**src/include/origin_pkg.sv**
```systemverilog
// constants and types shared by the origin-return sequencer files
package origin_pkg;
  localparam int CLK_PERIOD_NS = 20;
  localparam int TICK_TIME_NS  = 1000000;
  localparam int TICK_CYCLES   = TICK_TIME_NS / CLK_PERIOD_NS;
  localparam int ACCEL_SHIFT   = 12;

  localparam logic [7:0] OFS_CTRL      = 8'h00;
  localparam logic [7:0] OFS_CFG       = 8'h04;
  localparam logic [7:0] OFS_FAST      = 8'h08;
  localparam logic [7:0] OFS_CREEP     = 8'h0c;
  localparam logic [7:0] OFS_DWELL     = 8'h10;
  localparam logic [7:0] OFS_CLRW      = 8'h14;
  localparam logic [7:0] OFS_ORIGIN    = 8'h18;
  localparam logic [7:0] OFS_STATUS    = 8'h1c;
  localparam logic [7:0] OFS_ERROR     = 8'h20;
  localparam logic [7:0] OFS_CUR_FEED  = 8'h24;
  localparam logic [7:0] OFS_MACH_FEED = 8'h28;
  localparam logic [7:0] OFS_ACCEL     = 8'h2c;

  localparam int CTRL_START   = 0;
  localparam int CTRL_STOP    = 1;
  localparam int CTRL_RESTART = 2;
  localparam int CTRL_ERR_CLR = 3;

  localparam int CFG_METHOD   = 0;
  localparam int CFG_DIR      = 1;
  localparam int CFG_RETRY    = 2;
  localparam int CFG_ACCEL_LO = 4;

  localparam int STAT_BUSY     = 0;
  localparam int STAT_ERROR    = 1;
  localparam int STAT_REQUEST  = 3;
  localparam int STAT_COMPLETE = 4;

  localparam logic [15:0] ERR_NONE        = 16'h0000;
  localparam logic [15:0] ERR_START_AT_OP = 16'h00c9;
  localparam logic [15:0] ERR_DOG_TIMING  = 16'h00cb;
  localparam logic [15:0] ERR_DWELL_FAULT = 16'h00cd;
  localparam logic [15:0] ERR_NO_RESTART  = 16'h00d1;
  localparam logic [15:0] ERR_LIMIT       = 16'h00fe;

  localparam logic [7:0]  RST_CFG    = 8'h00;
  localparam logic [31:0] RST_FAST   = 32'h0040_0000;
  localparam logic [31:0] RST_CREEP  = 32'h0004_0000;
  localparam logic [15:0] RST_DWELL  = 16'h0064;
  localparam logic [15:0] RST_CLRW   = 16'h000a;
  localparam logic [31:0] RST_ACCEL  = 32'h4020_1008;

  typedef struct packed {
    logic        cyc;
    logic        stb;
    logic        we;
    logic [7:0]  adr;
    logic [3:0]  sel;
    logic [31:0] dat;
  } wb_req_type;

  typedef struct packed {
    logic        ack;
    logic [31:0] dat;
  } wb_rsp_type;

  typedef enum logic [2:0] {
    ST_IDLE,
    ST_FAST,
    ST_DECEL,
    ST_CREEP,
    ST_SEEK_ZERO,
    ST_HALT,
    ST_CLEAR
  } seq_state_type;
endpackage : origin_pkg

```
**src/hdl/origin_return_sequencer.sv**
```systemverilog
// origin-return sequencer for one axis, registers on classic wishbone
`timescale 1ns/10ps
module origin_return_sequencer #(
  parameter int TICK_CYCLES = origin_pkg::TICK_CYCLES
) (
  input  wire logic                   clk_i,
  input  wire logic                   rst_i,
  input  wire origin_pkg::wb_req_type wb_req_i,
  output origin_pkg::wb_rsp_type      wb_rsp_o,
  input  wire logic                   dog_i,
  input  wire logic                   zero_i,
  input  wire logic                   stop_i,
  input  wire logic                   limit_upper_i,
  input  wire logic                   limit_lower_i,
  output logic                        pulse_o,
  output logic                        dir_o,
  output logic                        clear_o,
  output logic                        torque_limit_o
);
  import origin_pkg::*;

  typedef struct packed {
    seq_state_type st;
    logic [7:0]    cfg;
    logic [31:0]   fast;
    logic [31:0]   creep;
    logic [15:0]   dwell;
    logic [15:0]   clrw;
    logic [31:0]   accel;
    logic [31:0]   origin;
    logic [31:0]   cur_feed;
    logic [31:0]   mach_feed;
    logic [15:0]   err;
    logic [15:0]   pend;
    logic          request;
    logic          complete;
    logic          by_stop;
    logic          zero_q;
    logic          torque;
    logic          ack;
    logic [31:0]   dat;
    logic [31:0]   div;
    logic          tick;
  } seq_type;

  seq_type s;
  seq_type next_s;

  logic        bus_req;
  logic        bus_write;
  logic        start_cmd;
  logic        stop_cmd;
  logic        restart_cmd;
  logic        err_clr;
  logic [15:0] new_err;
  logic        stopper;
  logic        limit_hit;
  logic [31:0] target;
  logic [31:0] step;
  logic        halt;
  logic        dwell_load;
  logic        dwell_done;
  logic        clr_load;
  logic        clr_run;
  logic        clr_done;
  logic [31:0] speed;
  logic        at_target;
  logic        ramp_pulse;

  function automatic logic [31:0] merge(input logic [31:0] old_v,
                                        input logic [31:0] new_v,
                                        input logic [3:0]  sel);
    logic [31:0] r;
    r = old_v;
    for (int i = 0; i < 4; i++) begin
      if (sel[i]) begin
        r[8*i +: 8] = new_v[8*i +: 8];
      end
    end
    return r;
  endfunction : merge

  function automatic logic [31:0] read_mux(input seq_type v,
                                           input logic [7:0] adr);
    logic [31:0] r;
    r = 32'h0000_0000;
    unique case (adr)
      OFS_CFG:       r = {24'h00_0000, v.cfg};
      OFS_FAST:      r = v.fast;
      OFS_CREEP:     r = v.creep;
      OFS_DWELL:     r = {16'h0000, v.dwell};
      OFS_CLRW:      r = {16'h0000, v.clrw};
      OFS_ORIGIN:    r = v.origin;
      OFS_ERROR:     r = {16'h0000, v.err};
      OFS_CUR_FEED:  r = v.cur_feed;
      OFS_MACH_FEED: r = v.mach_feed;
      OFS_ACCEL:     r = v.accel;
      OFS_STATUS: begin
        r[STAT_BUSY] = (v.st != ST_IDLE);
        r[STAT_ERROR] = (v.err != ERR_NONE);
        r[STAT_REQUEST] = v.request;
        r[STAT_COMPLETE] = v.complete;
      end
      default:       r = 32'h0000_0000;
    endcase
    return r;
  endfunction : read_mux

  assign bus_req = wb_req_i.cyc & wb_req_i.stb;
  assign bus_write = bus_req & wb_req_i.we & s.ack;
  assign stopper = s.cfg[CFG_METHOD];
  assign limit_hit = s.cfg[CFG_DIR] ? limit_lower_i : limit_upper_i;
  assign step = 32'(s.accel[8*s.cfg[CFG_ACCEL_LO +: 2] +: 8]) << ACCEL_SHIFT;

  always_comb begin
    next_s = s;
    start_cmd = 1'b0;
    stop_cmd = stop_i;
    restart_cmd = 1'b0;
    err_clr = 1'b0;
    new_err = ERR_NONE;
    target = s.fast;
    halt = 1'b0;
    dwell_load = 1'b0;
    clr_load = 1'b0;

    // bus: ack one cycle after request, write lands on acked edge
    next_s.ack = bus_req & ~s.ack;
    if (bus_req & ~s.ack) begin
      next_s.dat = read_mux(s, wb_req_i.adr);
    end
    if (bus_write) begin
      unique case (wb_req_i.adr)
        OFS_CTRL: begin
          if (wb_req_i.sel[0]) begin
            start_cmd = wb_req_i.dat[CTRL_START];
            stop_cmd = stop_i | wb_req_i.dat[CTRL_STOP];
            restart_cmd = wb_req_i.dat[CTRL_RESTART];
            err_clr = wb_req_i.dat[CTRL_ERR_CLR];
          end
        end
        OFS_CFG: begin
          if (wb_req_i.sel[0]) begin
            next_s.cfg = wb_req_i.dat[7:0];
          end
        end
        OFS_FAST:   next_s.fast = merge(s.fast, wb_req_i.dat, wb_req_i.sel);
        OFS_CREEP:  next_s.creep = merge(s.creep, wb_req_i.dat, wb_req_i.sel);
        OFS_DWELL: begin
          next_s.dwell = 16'(merge({16'h0000, s.dwell}, wb_req_i.dat,
                                   wb_req_i.sel));
        end
        OFS_CLRW: begin
          next_s.clrw = 16'(merge({16'h0000, s.clrw}, wb_req_i.dat,
                                  wb_req_i.sel));
        end
        OFS_ORIGIN: begin
          next_s.origin = merge(s.origin, wb_req_i.dat, wb_req_i.sel);
        end
        OFS_ACCEL:  next_s.accel = merge(s.accel, wb_req_i.dat, wb_req_i.sel);
        default:    next_s.dat = next_s.dat;
      endcase
    end

    // millisecond tick for ramp and timers
    next_s.tick = 1'b0;
    if (s.div >= 32'(TICK_CYCLES - 1)) begin
      next_s.div = 32'h0000_0000;
      next_s.tick = 1'b1;
    end else begin
      next_s.div = s.div + 32'h0000_0001;
    end

    next_s.zero_q = zero_i;

    if (ramp_pulse) begin
      if (s.cfg[CFG_DIR]) begin
        next_s.cur_feed = s.cur_feed - 32'h0000_0001;
        next_s.mach_feed = s.mach_feed - 32'h0000_0001;
      end else begin
        next_s.cur_feed = s.cur_feed + 32'h0000_0001;
        next_s.mach_feed = s.mach_feed + 32'h0000_0001;
      end
    end

    unique case (s.st)
      ST_IDLE: begin
        halt = 1'b1;
        if (start_cmd) begin
          if (!stopper && s.complete && !s.cfg[CFG_RETRY]) begin
            new_err = ERR_START_AT_OP;
          end else if (limit_hit) begin
            new_err = ERR_LIMIT;
          end else begin
            next_s.complete = 1'b0;
            next_s.request = 1'b1;
            next_s.by_stop = 1'b0;
            next_s.pend = ERR_NONE;
            if (dog_i) begin
              next_s.st = ST_CREEP;
              dwell_load = stopper;
            end else begin
              next_s.st = ST_FAST;
            end
          end
        end else if (restart_cmd && s.by_stop) begin
          new_err = ERR_NO_RESTART;
        end
      end
      ST_FAST: begin
        target = s.fast;
        if (dog_i) begin
          next_s.st = ST_DECEL;
          dwell_load = stopper;
        end
      end
      ST_DECEL: begin
        target = s.creep;
        if (!stopper && !dog_i) begin
          next_s.st = ST_HALT;
          next_s.pend = ERR_DOG_TIMING;
        end else if (stopper && dwell_done) begin
          next_s.st = ST_HALT;
          next_s.pend = ERR_DWELL_FAULT;
        end else if (at_target) begin
          next_s.st = ST_CREEP;
        end
      end
      ST_CREEP: begin
        target = s.creep;
        if (stopper && dwell_done) begin
          halt = 1'b1;
          clr_load = 1'b1;
          next_s.st = ST_CLEAR;
        end else if (!stopper && !dog_i) begin
          next_s.st = ST_SEEK_ZERO;
        end
      end
      ST_SEEK_ZERO: begin
        target = s.creep;
        if (zero_i && !s.zero_q) begin
          halt = 1'b1;
          clr_load = 1'b1;
          next_s.st = ST_CLEAR;
        end
      end
      ST_HALT: begin
        target = 32'h0000_0000;
        if (speed == 32'h0000_0000) begin
          new_err = s.pend;
          next_s.st = ST_IDLE;
        end
      end
      ST_CLEAR: begin
        halt = 1'b1;
        if (clr_done) begin
          next_s.complete = 1'b1;
          next_s.request = 1'b0;
          next_s.cur_feed = s.origin;
          next_s.mach_feed = s.origin;
          next_s.st = ST_IDLE;
        end
      end
    endcase

    if (s.st inside {ST_FAST, ST_DECEL, ST_CREEP, ST_SEEK_ZERO}) begin
      if (limit_hit) begin
        halt = 1'b1;
        new_err = ERR_LIMIT;
        next_s.st = ST_IDLE;
      end else if (stop_cmd) begin
        next_s.by_stop = 1'b1;
        next_s.pend = ERR_NONE;
        next_s.st = ST_HALT;
      end
    end

    // a new error wins over a clear in the same cycle
    if (new_err != ERR_NONE) begin
      next_s.err = new_err;
    end else if (err_clr) begin
      next_s.err = ERR_NONE;
    end

    next_s.torque = stopper && (next_s.st == ST_CREEP);
  end

  always_ff @(posedge clk_i) begin
    if (rst_i) begin
      s <= '0;
      s.st <= ST_IDLE;
      s.cfg <= RST_CFG;
      s.fast <= RST_FAST;
      s.creep <= RST_CREEP;
      s.dwell <= RST_DWELL;
      s.clrw <= RST_CLRW;
      s.accel <= RST_ACCEL;
      s.request <= 1'b1;
    end else begin
      s <= next_s;
    end
  end

  speed_ramp #(
    .W (32)
  ) u_ramp (
    .clk_i       (clk_i),
    .rst_i       (rst_i),
    .tick_i      (s.tick),
    .halt_i      (halt),
    .target_i    (target),
    .step_i      (step),
    .speed_o     (speed),
    .at_target_o (at_target),
    .pulse_o     (ramp_pulse)
  );

  ms_timer #(
    .W (16)
  ) u_dwell (
    .clk_i  (clk_i),
    .rst_i  (rst_i),
    .tick_i (s.tick),
    .load_i (dwell_load),
    .ms_i   (s.dwell),
    .run_o  (),
    .done_o (dwell_done)
  );

  ms_timer #(
    .W (16)
  ) u_clear (
    .clk_i  (clk_i),
    .rst_i  (rst_i),
    .tick_i (s.tick),
    .load_i (clr_load),
    .ms_i   (s.clrw),
    .run_o  (clr_run),
    .done_o (clr_done)
  );

  assign wb_rsp_o.ack = s.ack;
  assign wb_rsp_o.dat = s.dat;
  assign pulse_o = ramp_pulse;
  assign dir_o = s.cfg[CFG_DIR];
  assign clear_o = clr_run;
  assign torque_limit_o = s.torque;
endmodule : origin_return_sequencer

```
**src/hdl/ms_timer.sv**
```systemverilog
// millisecond down-counter with a running level and a done pulse
`timescale 1ns/10ps
module ms_timer #(
  parameter int W = 16
) (
  input  wire logic         clk_i,
  input  wire logic         rst_i,
  input  wire logic         tick_i,
  input  wire logic         load_i,
  input  wire logic [W-1:0] ms_i,
  output logic              run_o,
  output logic              done_o
);
  typedef struct packed {
    logic [W-1:0] count;
    logic         run;
    logic         done;
  } tmr_type;

  tmr_type s;
  tmr_type next_s;

  always_comb begin
    next_s = s;
    next_s.done = 1'b0;
    if (load_i) begin
      next_s.count = ms_i;
      next_s.run = (ms_i != '0);
      next_s.done = (ms_i == '0);
    end else if (s.run && tick_i) begin
      if (s.count <= W'(1)) begin
        next_s.run = 1'b0;
        next_s.done = 1'b1;
      end else begin
        next_s.count = s.count - W'(1);
      end
    end
  end

  always_ff @(posedge clk_i) begin
    if (rst_i) begin
      s <= '0;
    end else begin
      s <= next_s;
    end
  end

  assign run_o = s.run;
  assign done_o = s.done;
endmodule : ms_timer

```
**src/hdl/speed_ramp.sv**
```systemverilog
// linear speed ramp driving a phase accumulator pulse generator
`timescale 1ns/10ps
module speed_ramp #(
  parameter int W = 32
) (
  input  wire logic         clk_i,
  input  wire logic         rst_i,
  input  wire logic         tick_i,
  input  wire logic         halt_i,
  input  wire logic [W-1:0] target_i,
  input  wire logic [W-1:0] step_i,
  output logic [W-1:0]      speed_o,
  output logic              at_target_o,
  output logic              pulse_o
);
  typedef struct packed {
    logic [W-1:0] speed;
    logic [W-1:0] acc;
    logic         pulse;
  } ramp_type;

  ramp_type s;
  ramp_type next_s;

  always_comb begin
    logic [W:0] sum;
    sum = {1'b0, s.acc} + {1'b0, s.speed};
    next_s = s;
    next_s.acc = sum[W-1:0];
    next_s.pulse = sum[W];
    if (halt_i) begin
      next_s.speed = '0;
      next_s.acc = '0;
      next_s.pulse = 1'b0;
    end else if (tick_i) begin
      if (s.speed < target_i) begin
        if (target_i - s.speed > step_i) begin
          next_s.speed = s.speed + step_i;
        end else begin
          next_s.speed = target_i;
        end
      end else if (s.speed > target_i) begin
        if (s.speed - target_i > step_i) begin
          next_s.speed = s.speed - step_i;
        end else begin
          next_s.speed = target_i;
        end
      end
    end
  end

  always_ff @(posedge clk_i) begin
    if (rst_i) begin
      s <= '0;
    end else begin
      s <= next_s;
    end
  end

  assign speed_o = s.speed;
  assign at_target_o = (s.speed == target_i);
  assign pulse_o = s.pulse;
endmodule : speed_ramp

```
**config.mk**
```make
export PLATFORM = sky130hd
export DESIGN_NAME = origin_return_sequencer
export DESIGN_NICKNAME = d
export VERILOG_FILES = /design/src/include/origin_pkg.sv /design/src/hdl/origin_return_sequencer.sv /design/src/hdl/ms_timer.sv /design/src/hdl/speed_ramp.sv
export SDC_FILE = /design/constraint.sdc
export NUM_CORES = 2
export LEC_CHECK = 0
export BUFFER_PORTS_ARGS = -buffer_cell sky130_fd_sc_hd__buf_4
export CORE_ASPECT_RATIO = 1.2
export CORE_MARGIN = 2
export CORE_UTILIZATION = 45
export DETAILED_ROUTE_END_ITERATION = 7
export GPL_ROUTABILITY_DRIVEN = 0
export SLEW_MARGIN = 20
export SYNTH_ARGS = -nofsm -noshare
export SYNTH_HDL_FRONTEND = slang
export SYNTH_SLANG_ARGS = --single-unit
```
**constraint.sdc**
```tcl
create_clock -name clk_i -period 7.05 [get_ports clk_i]
set_input_delay 0.3525 -clock clk_i [delete_from_list [all_inputs] [get_ports clk_i]]
set_output_delay 0.3525 -clock clk_i [all_outputs]
set_load 0.03 [all_outputs]
```
# Yosys cells after proc, flatten, opt, wreduce, memory -nomap -nowiden
# Cells that the tools add are included.
[op_classes]
n_addsub = 12
n_mul = 0
div = 0
order_cmp = 7
eq_ne = 25
n_shift = 1
muxes = 88
bitwise_logic = 6
n_reduce_logical = 62
[op_table]
columns = ["cell", "n"]
rows = [
  ["27-bit one-hot mux with 10 select lines", 1],
  ["64-bit 2-to-1 mux", 4],
  ["16-bit 2-to-1 mux", 13],
  ["32-bit 2-to-1 mux", 4],
  ["32-bit by 1-bit adder with 32-bit output, second input constant", 3],
  ["18-bit 2-to-1 mux", 4],
  ["32-bit by 20-bit > comparator with 1-bit output", 2],
  ["16-bit one-hot mux with 2 select lines", 2],
  ["32-bit one-hot mux with 2 select lines", 1],
  ["16-bit nonzero test", 4],
  ["32-bit by 1-bit subtractor with 32-bit output, second input constant", 2],
  ["32-bit subtractor", 2],
  ["3-bit AND reduction", 21],
  ["19-bit 2-to-1 mux", 3],
  ["3-bit 2-to-1 mux", 15],
  ["2-bit one-hot mux with 11 select lines", 2],
  ["32-bit by 32-bit adder with 33-bit output", 1],
  ["32-bit by 20-bit adder with 32-bit output", 1],
  ["32-bit == test", 1],
  ["8-bit by 5-bit == test with 1-bit output, second input constant", 4],
  ["8-bit by 6-bit == test with 1-bit output, second input constant", 4],
  ["32-bit by 16-bit >= comparator with 1-bit output, second input constant", 1],
  ["32-bit > comparator", 1],
  ["16-bit by 1-bit <= comparator with 1-bit output, second input constant", 2],
  ["other kinds (35)", 103],
]
[word_totals]
reg_bits = 439
latchBits = 0
mem_bits_rw = 0
rom_bits = 0
n_memories = 0

# Logic depth before layout (Yosys ltp)
[depth]
depth_word = 13
ltp_mapped = 32
mapped_depth_nobuf = 25

# Hierarchy
# Synthesis repeated with hierarchy kept, for this count alone.
[hier_totals]
cells_unflattened = 4083
area_unflattened_um2 = 31901.8
[modules_own_cells]
columns = ["mod", "instances", "cells_per_inst", "area_per_inst_um2", "seq_area_each_um2"]
rows = [
  ["origin_return_sequencer", 1, 2173, 17528.1, 6766.5],
  ["speed_ramp", 1, 1644, 12171.7, 1301.2],
  ["ms_timer", 2, 133, 1101.1, 360.3],
]

# Worst setup path before layout
# OpenSTA, ideal clock, no wires.
[synth_path]
path_kind = "register -> register"
start = "reg s[336] in the netlist's numbering"
end = "reg u_ramp.s, in the netlist u_ramp.speed_o[24]"
setup_ps = 103
arrival_ps = 5974
required_time_ps = 6947
setup_slack_ps = 973
path_stages_with_launch = 28
path_buffers = 4
synth_period_minus_slack_ps = 6077
cell_sequence = "dfxtp_1 -> nand2b_1 -> buf_2 -> o21ai_1 -> clkbuf_1 -> buf_1 -> a32oi_1 -> inv_1 -> ha_1 -> buf_1 -> or3_1 -> a21oi_1 -> a31oi_1 -> a31o_2 -> a211oi_1 -> xnor2_1 -> ha_1 -> nand2_1 -> nor4_1 -> nand2_1 -> or4_1 -> o41ai_1 -> nand2_1 -> nand4b_1 -> o21a_2 -> a31o_2 -> a221o_1 -> a222oi_1"
[synth_via]
elab_chain_len = 8
elab_cells_between_ends = 27
cone_classes = "add/sub: 2; order compare: 4; eq/ne: 6; mux: 8; reduce/logical: 7"
[synth_rtl]
columns = ["item", "line", "text"]
rows = [
  ["start, declared", "origin_return_sequencer.sv:46", "seq_type s;"],
  ["start signal, assigned", "origin_return_sequencer.sv:300", "s <= next_s;"],
  ["3-bit by 2-bit == test with 1-bit output or 3-bit == test (tied branches)", "origin_return_sequencer.sv:186, origin_return_sequencer.sv:266", ""],
  ["3-bit OR reduction (no source line)", "n/a", ""],
  ["32-bit one-hot mux with 2 select lines", "origin_return_sequencer.sv:186", "unique case (s.st)"],
  ["32-bit subtractor", "speed_ramp.sv:43", "if (s.speed - target_i > step_i) begin"],
  ["32-bit by 20-bit > comparator with 1-bit output", "speed_ramp.sv:43", ""],
  ["32-bit 2-to-1 mux", "speed_ramp.sv:43", ""],
  ["32-bit 2-to-1 mux", "speed_ramp.sv:42", "end else if (s.speed > target_i) begin"],
  ["32-bit 2-to-1 mux", "speed_ramp.sv:36", "if (s.speed < target_i) begin"],
  ["end signal, assigned", "speed_ramp.sv:56", "s <= next_s;"],
  ["end, declared", "speed_ramp.sv:22", "ramp_type s;"],
]
# Several ways; a longest one is shown, not always the timed one. The select of a mux whose other input is x is not followed.
# A chain may end at the register's enable or synchronous reset.

# Worst setup path in the final report
[layout_path]
start = "reg s[337] in the netlist's numbering"
end = "reg u_ramp.s, in the netlist u_ramp.speed_o[19]"
# The elaborated chain is that of the path after synthesis.

==> flow_summary.toml <==
[finish]
final_cell_mix = "437 x dfxtp_1, 400 x nand2_1, 389 x a21oi_1, 353 x nor2_1, 193 x o21ai_0"
final_common_cell = "dfxtp_1"
diodes = 0
utilization_pct = 50.31
num-nets-final = 3823
area_delta_synth_final_pct = 10.40
drive_gt1_share_pct = 8.945

[floorplan]
die_y_um = 278.9
start_util_pct = 45.57
die_area_mm2 = 0.06500
die_w_um = 233.1
core_mm2 = 0.06218
rows = 100
ios = 91

[grt]
grt_pass1_wl_mm = 149.4
grt_pass1_vias = 25176
grt_usage_pct = 29.38
grt.overflow.total = 0
antenna_found_initial = 0
grt_start_max_net_pins = 83

[synthesis]
async_flop_share_pct = 0
syn_inst = 3581
synth_compound_area_share_pct = 25.42
synth-simple-area-share_pct = 19.49
syn_area_mm2 = 0.02834
yosysWarnings = 0
ys.flop_type = "dfxtp_1"
synth_seq_area_share_pct = 31.01
synth_top_family_by_area = "compound AO/OA/AOI/OAI gates"
yosys-mux-area-fraction_pct = 5.369
ys_ff_latch = 439
synth_xor_area_share_pct = 4.513
avgSynthCellArea_um2 = 7.913
synth_edf_count = 0
post_synth_fa_ha_maj_area_fraction_pct = 8.857
ys_types = 94

[clocking]
clockBufferDepth = 3
cts-htree-levels = 2
cts_buffers = 49
cts-root-buf = "clkbuf_16"
cts_sinks = 439
clk_pin_slew_ps = 70
insertion_delay_ps = 620
cts_tree = "yes"

[drt]
totalWireLength_mm = 98.07
vias_per_cell = 6.159
drtPass1Iterations = 8
highest_layer = "met4"
detail_route.iter0.violations = 3074
met1_length_mm = 42.08
ant_nets = 0
wl_met2_mm = 44.26
route.detailed.drc = 0
wl_met3_mm = 7.069
wire_per_inst_um = 22.15
num_vias = 27268

[worst_setup_path]
crit_type = "reg2reg"
crit_start = "s[337]$_SDFF_PP0_"
cp-end-kind = "register"
critPathLaunchType = "register"
rrSetupSlack_ps = 350
cp.required_ps = 7540
crit_buf_inv = 4
crit_arrival_ps = 7190
cpPeakStageDelay_ps = 370
r2r_start = "s[337]$_SDFF_PP0_"
crit_slowest_cell = "a221o_1"
critical_path.most_common_cell = "buf_4"
cp_max_fo = 20
path_delay_family = "compound AO/OA/AOI/OAI gates"

[pwr]
p_sw_mw = 3.830
netSwitchingFraction_pct = 40.41
ir_drop_uv = 265.1
power_frac_seq_pct = 27.9
power.internal_mw = 5.649
clkPwrFrac_pct = 28.8
power.density_mw_per_mm2 = 303.0
leakage_nw = 12.56
combPwrFrac_pct = 43.3

[sta]
whs_ps = 24.80
tightestPinTransition_ps = 1165
finalHoldViolCount = 0
slew_headroom_pct = 22.01
finalSetupViolCount = 0
fmax_mhz = 149.2
fin_crit_ps = 6703
rsz0062_at_grt = "no"
final-max-slew-violation-count = 0
fin_skew_ps = 24.33
fin_tns_setup_ps = 0
timing.final.crit_share_pct = 95.08

[placed_design]
hpwl_mm = 72.74
io_buffers = 90

[hold_path]
hold_class = "in2reg"
holdCritStartpoint = "wb_req_i[26]"

[status]
status = "complete, no violations"

[run]
maxCapViolCount = 0
==> state kept, by name, summed over array words and instances, names as in the netlist, 16 cells and up <==
register        cells
s                 303
u_clear.s          16
u_dwell.s          16
u_ramp.s           32
u_ramp.speed_o     32
wb_rsp_o           33
==> through the flow <==
step | std cells | area (um^2) | setup slack, ps | total power [mW]
floorplan | 3596 | 28390 | 973.2 | 5.685
global placement | 4336 | 29530 | 454.1 | 6.618
detailed placement | 4336 | 29530 | 331.4 | 6.633
CTS | 4427 | 31250 | 303.5 | 9.362
global route | 4427 | 31280 | 23.44 | 9.924
finish | 4427 | 31280 | 347.1 | 9.478
==> worst register-to-register path, cell delays in order (launching register included) <==
cell and delay [ps]:
dfxtp_1 320, buf_4 210, nand2b_1 130, o21ai_4 270
buf_4 220, buf_4 240, a32oi_1 110, inv_1 110
ha_1 350, and2_1 230, a221o_1 370, a211o_1 280
a211o_1 310, a41o_1 280, xor2_1 150, ha_1 320
a21o_1 170, a21oi_1 160, o21ai_0 110, a32o_1 230
nor4_1 230, nand4b_1 150, a2111oi_2 280, nand4b_2 280
and2_4 340, nor2_4 360, a221oi_1 150, a22o_1 230
==> power groups by stage <==
stage	registers [mW]	clock network, mW	logic [mW]
2_1_floorplan	2.66	0	3.03
3_3_place_gp	2.69	0	3.93
3_5_place_dp	2.69	0	3.94
4_1_cts	2.64	2.76	3.96
5_1_grt	2.65	2.86	4.42
6_report	2.64	2.73	4.11
==> worst paths after layout <==
kind                                                   endpoint  cells after the start
worst max-delay path            u_ramp.speed_o[19]$_SDFFE_PP0P_                     27
worst min-delay path                        s[225]$_SDFFE_PP0P_                      3
worst min register to register                  s[1]$_SDFF_PP0_                      1
worst max register to register  u_ramp.speed_o[19]$_SDFFE_PP0P_                     27
==> cell usage after synthesis, types with 29 or more instances <==
library cell | instances | area share [%]
a211oi_1 | 50 | 1.3
a32oi_1 | 31 | 0.96
xor2_1 | 53 | 1.6
a21o_1 | 77 | 2.0
dfxtp_1 | 439 | 31
inv_1 | 131 | 1.7
buf_4 | 36 | 0.95
clkbuf_1 | 144 | 1.9
xnor2_1 | 93 | 2.9
a22oi_1 | 47 | 1.2
nor3_1 | 73 | 1.3
a31oi_1 | 51 | 1.1
mux2i_1 | 107 | 3.8
nand2_1 | 400 | 5.3
a21oi_1 | 389 | 6.9
a221oi_1 | 37 | 1.1
or3_1 | 29 | 0.64
nand3_1 | 104 | 1.8
nand4_1 | 34 | 0.75
ha_1 | 191 | 8.4
nor4_1 | 45 | 0.99
o21ai_0 | 194 | 3.4
nor2_1 | 360 | 4.8
nand2b_1 | 33 | 0.73
nor2b_1 | 36 | 0.79
==> logic make-up after synthesis <==
logic type | after synthesis
AO/OA/AOI/OAI | 1104
XOR/XNOR | 146
adder cells (fa/ha/maj) | 197
buffers and inverters | 350
flip-flops | 439
multiplexers | 139
other | 1
AND/OR/NAND/NOR | 1205
==> area by class of cell <==
type | count | area [um^2]
Clock inverter | 23 | 271.5
Tap cell | 816 | 1021
Inverter | 133 | 499.2
Clock buffer | 67 | 1434
Fill cell | 6199 | 30900
Multi-Input combinational cell | 2807 | 18180
Sequential cell | 439 | 8796
Timing Repair Buffer | 142 | 1079
==> what timing repair did <==
action                                 in CTS  in global routing
buffers inserted                            0                  0
setup endpoints to repair                   0                 13
resized for setup                           0                  7
endpoints found under the hold margin       1                  0
hold buffers                                1                  0
==> per-layer routing <==
| metal | global-route usage, % | up-vias |
|---|---|---|
| met2 | 46.98 | 1128 |
| met4 | 12.40 | 0 |
| met1 | 39.81 | 12927 |
| met5 | 0 | - |
| li1 | - | 12987 |
| met3 | 3.554 | 226 |
Note: power is estimated with default switching activity, not from simulation.
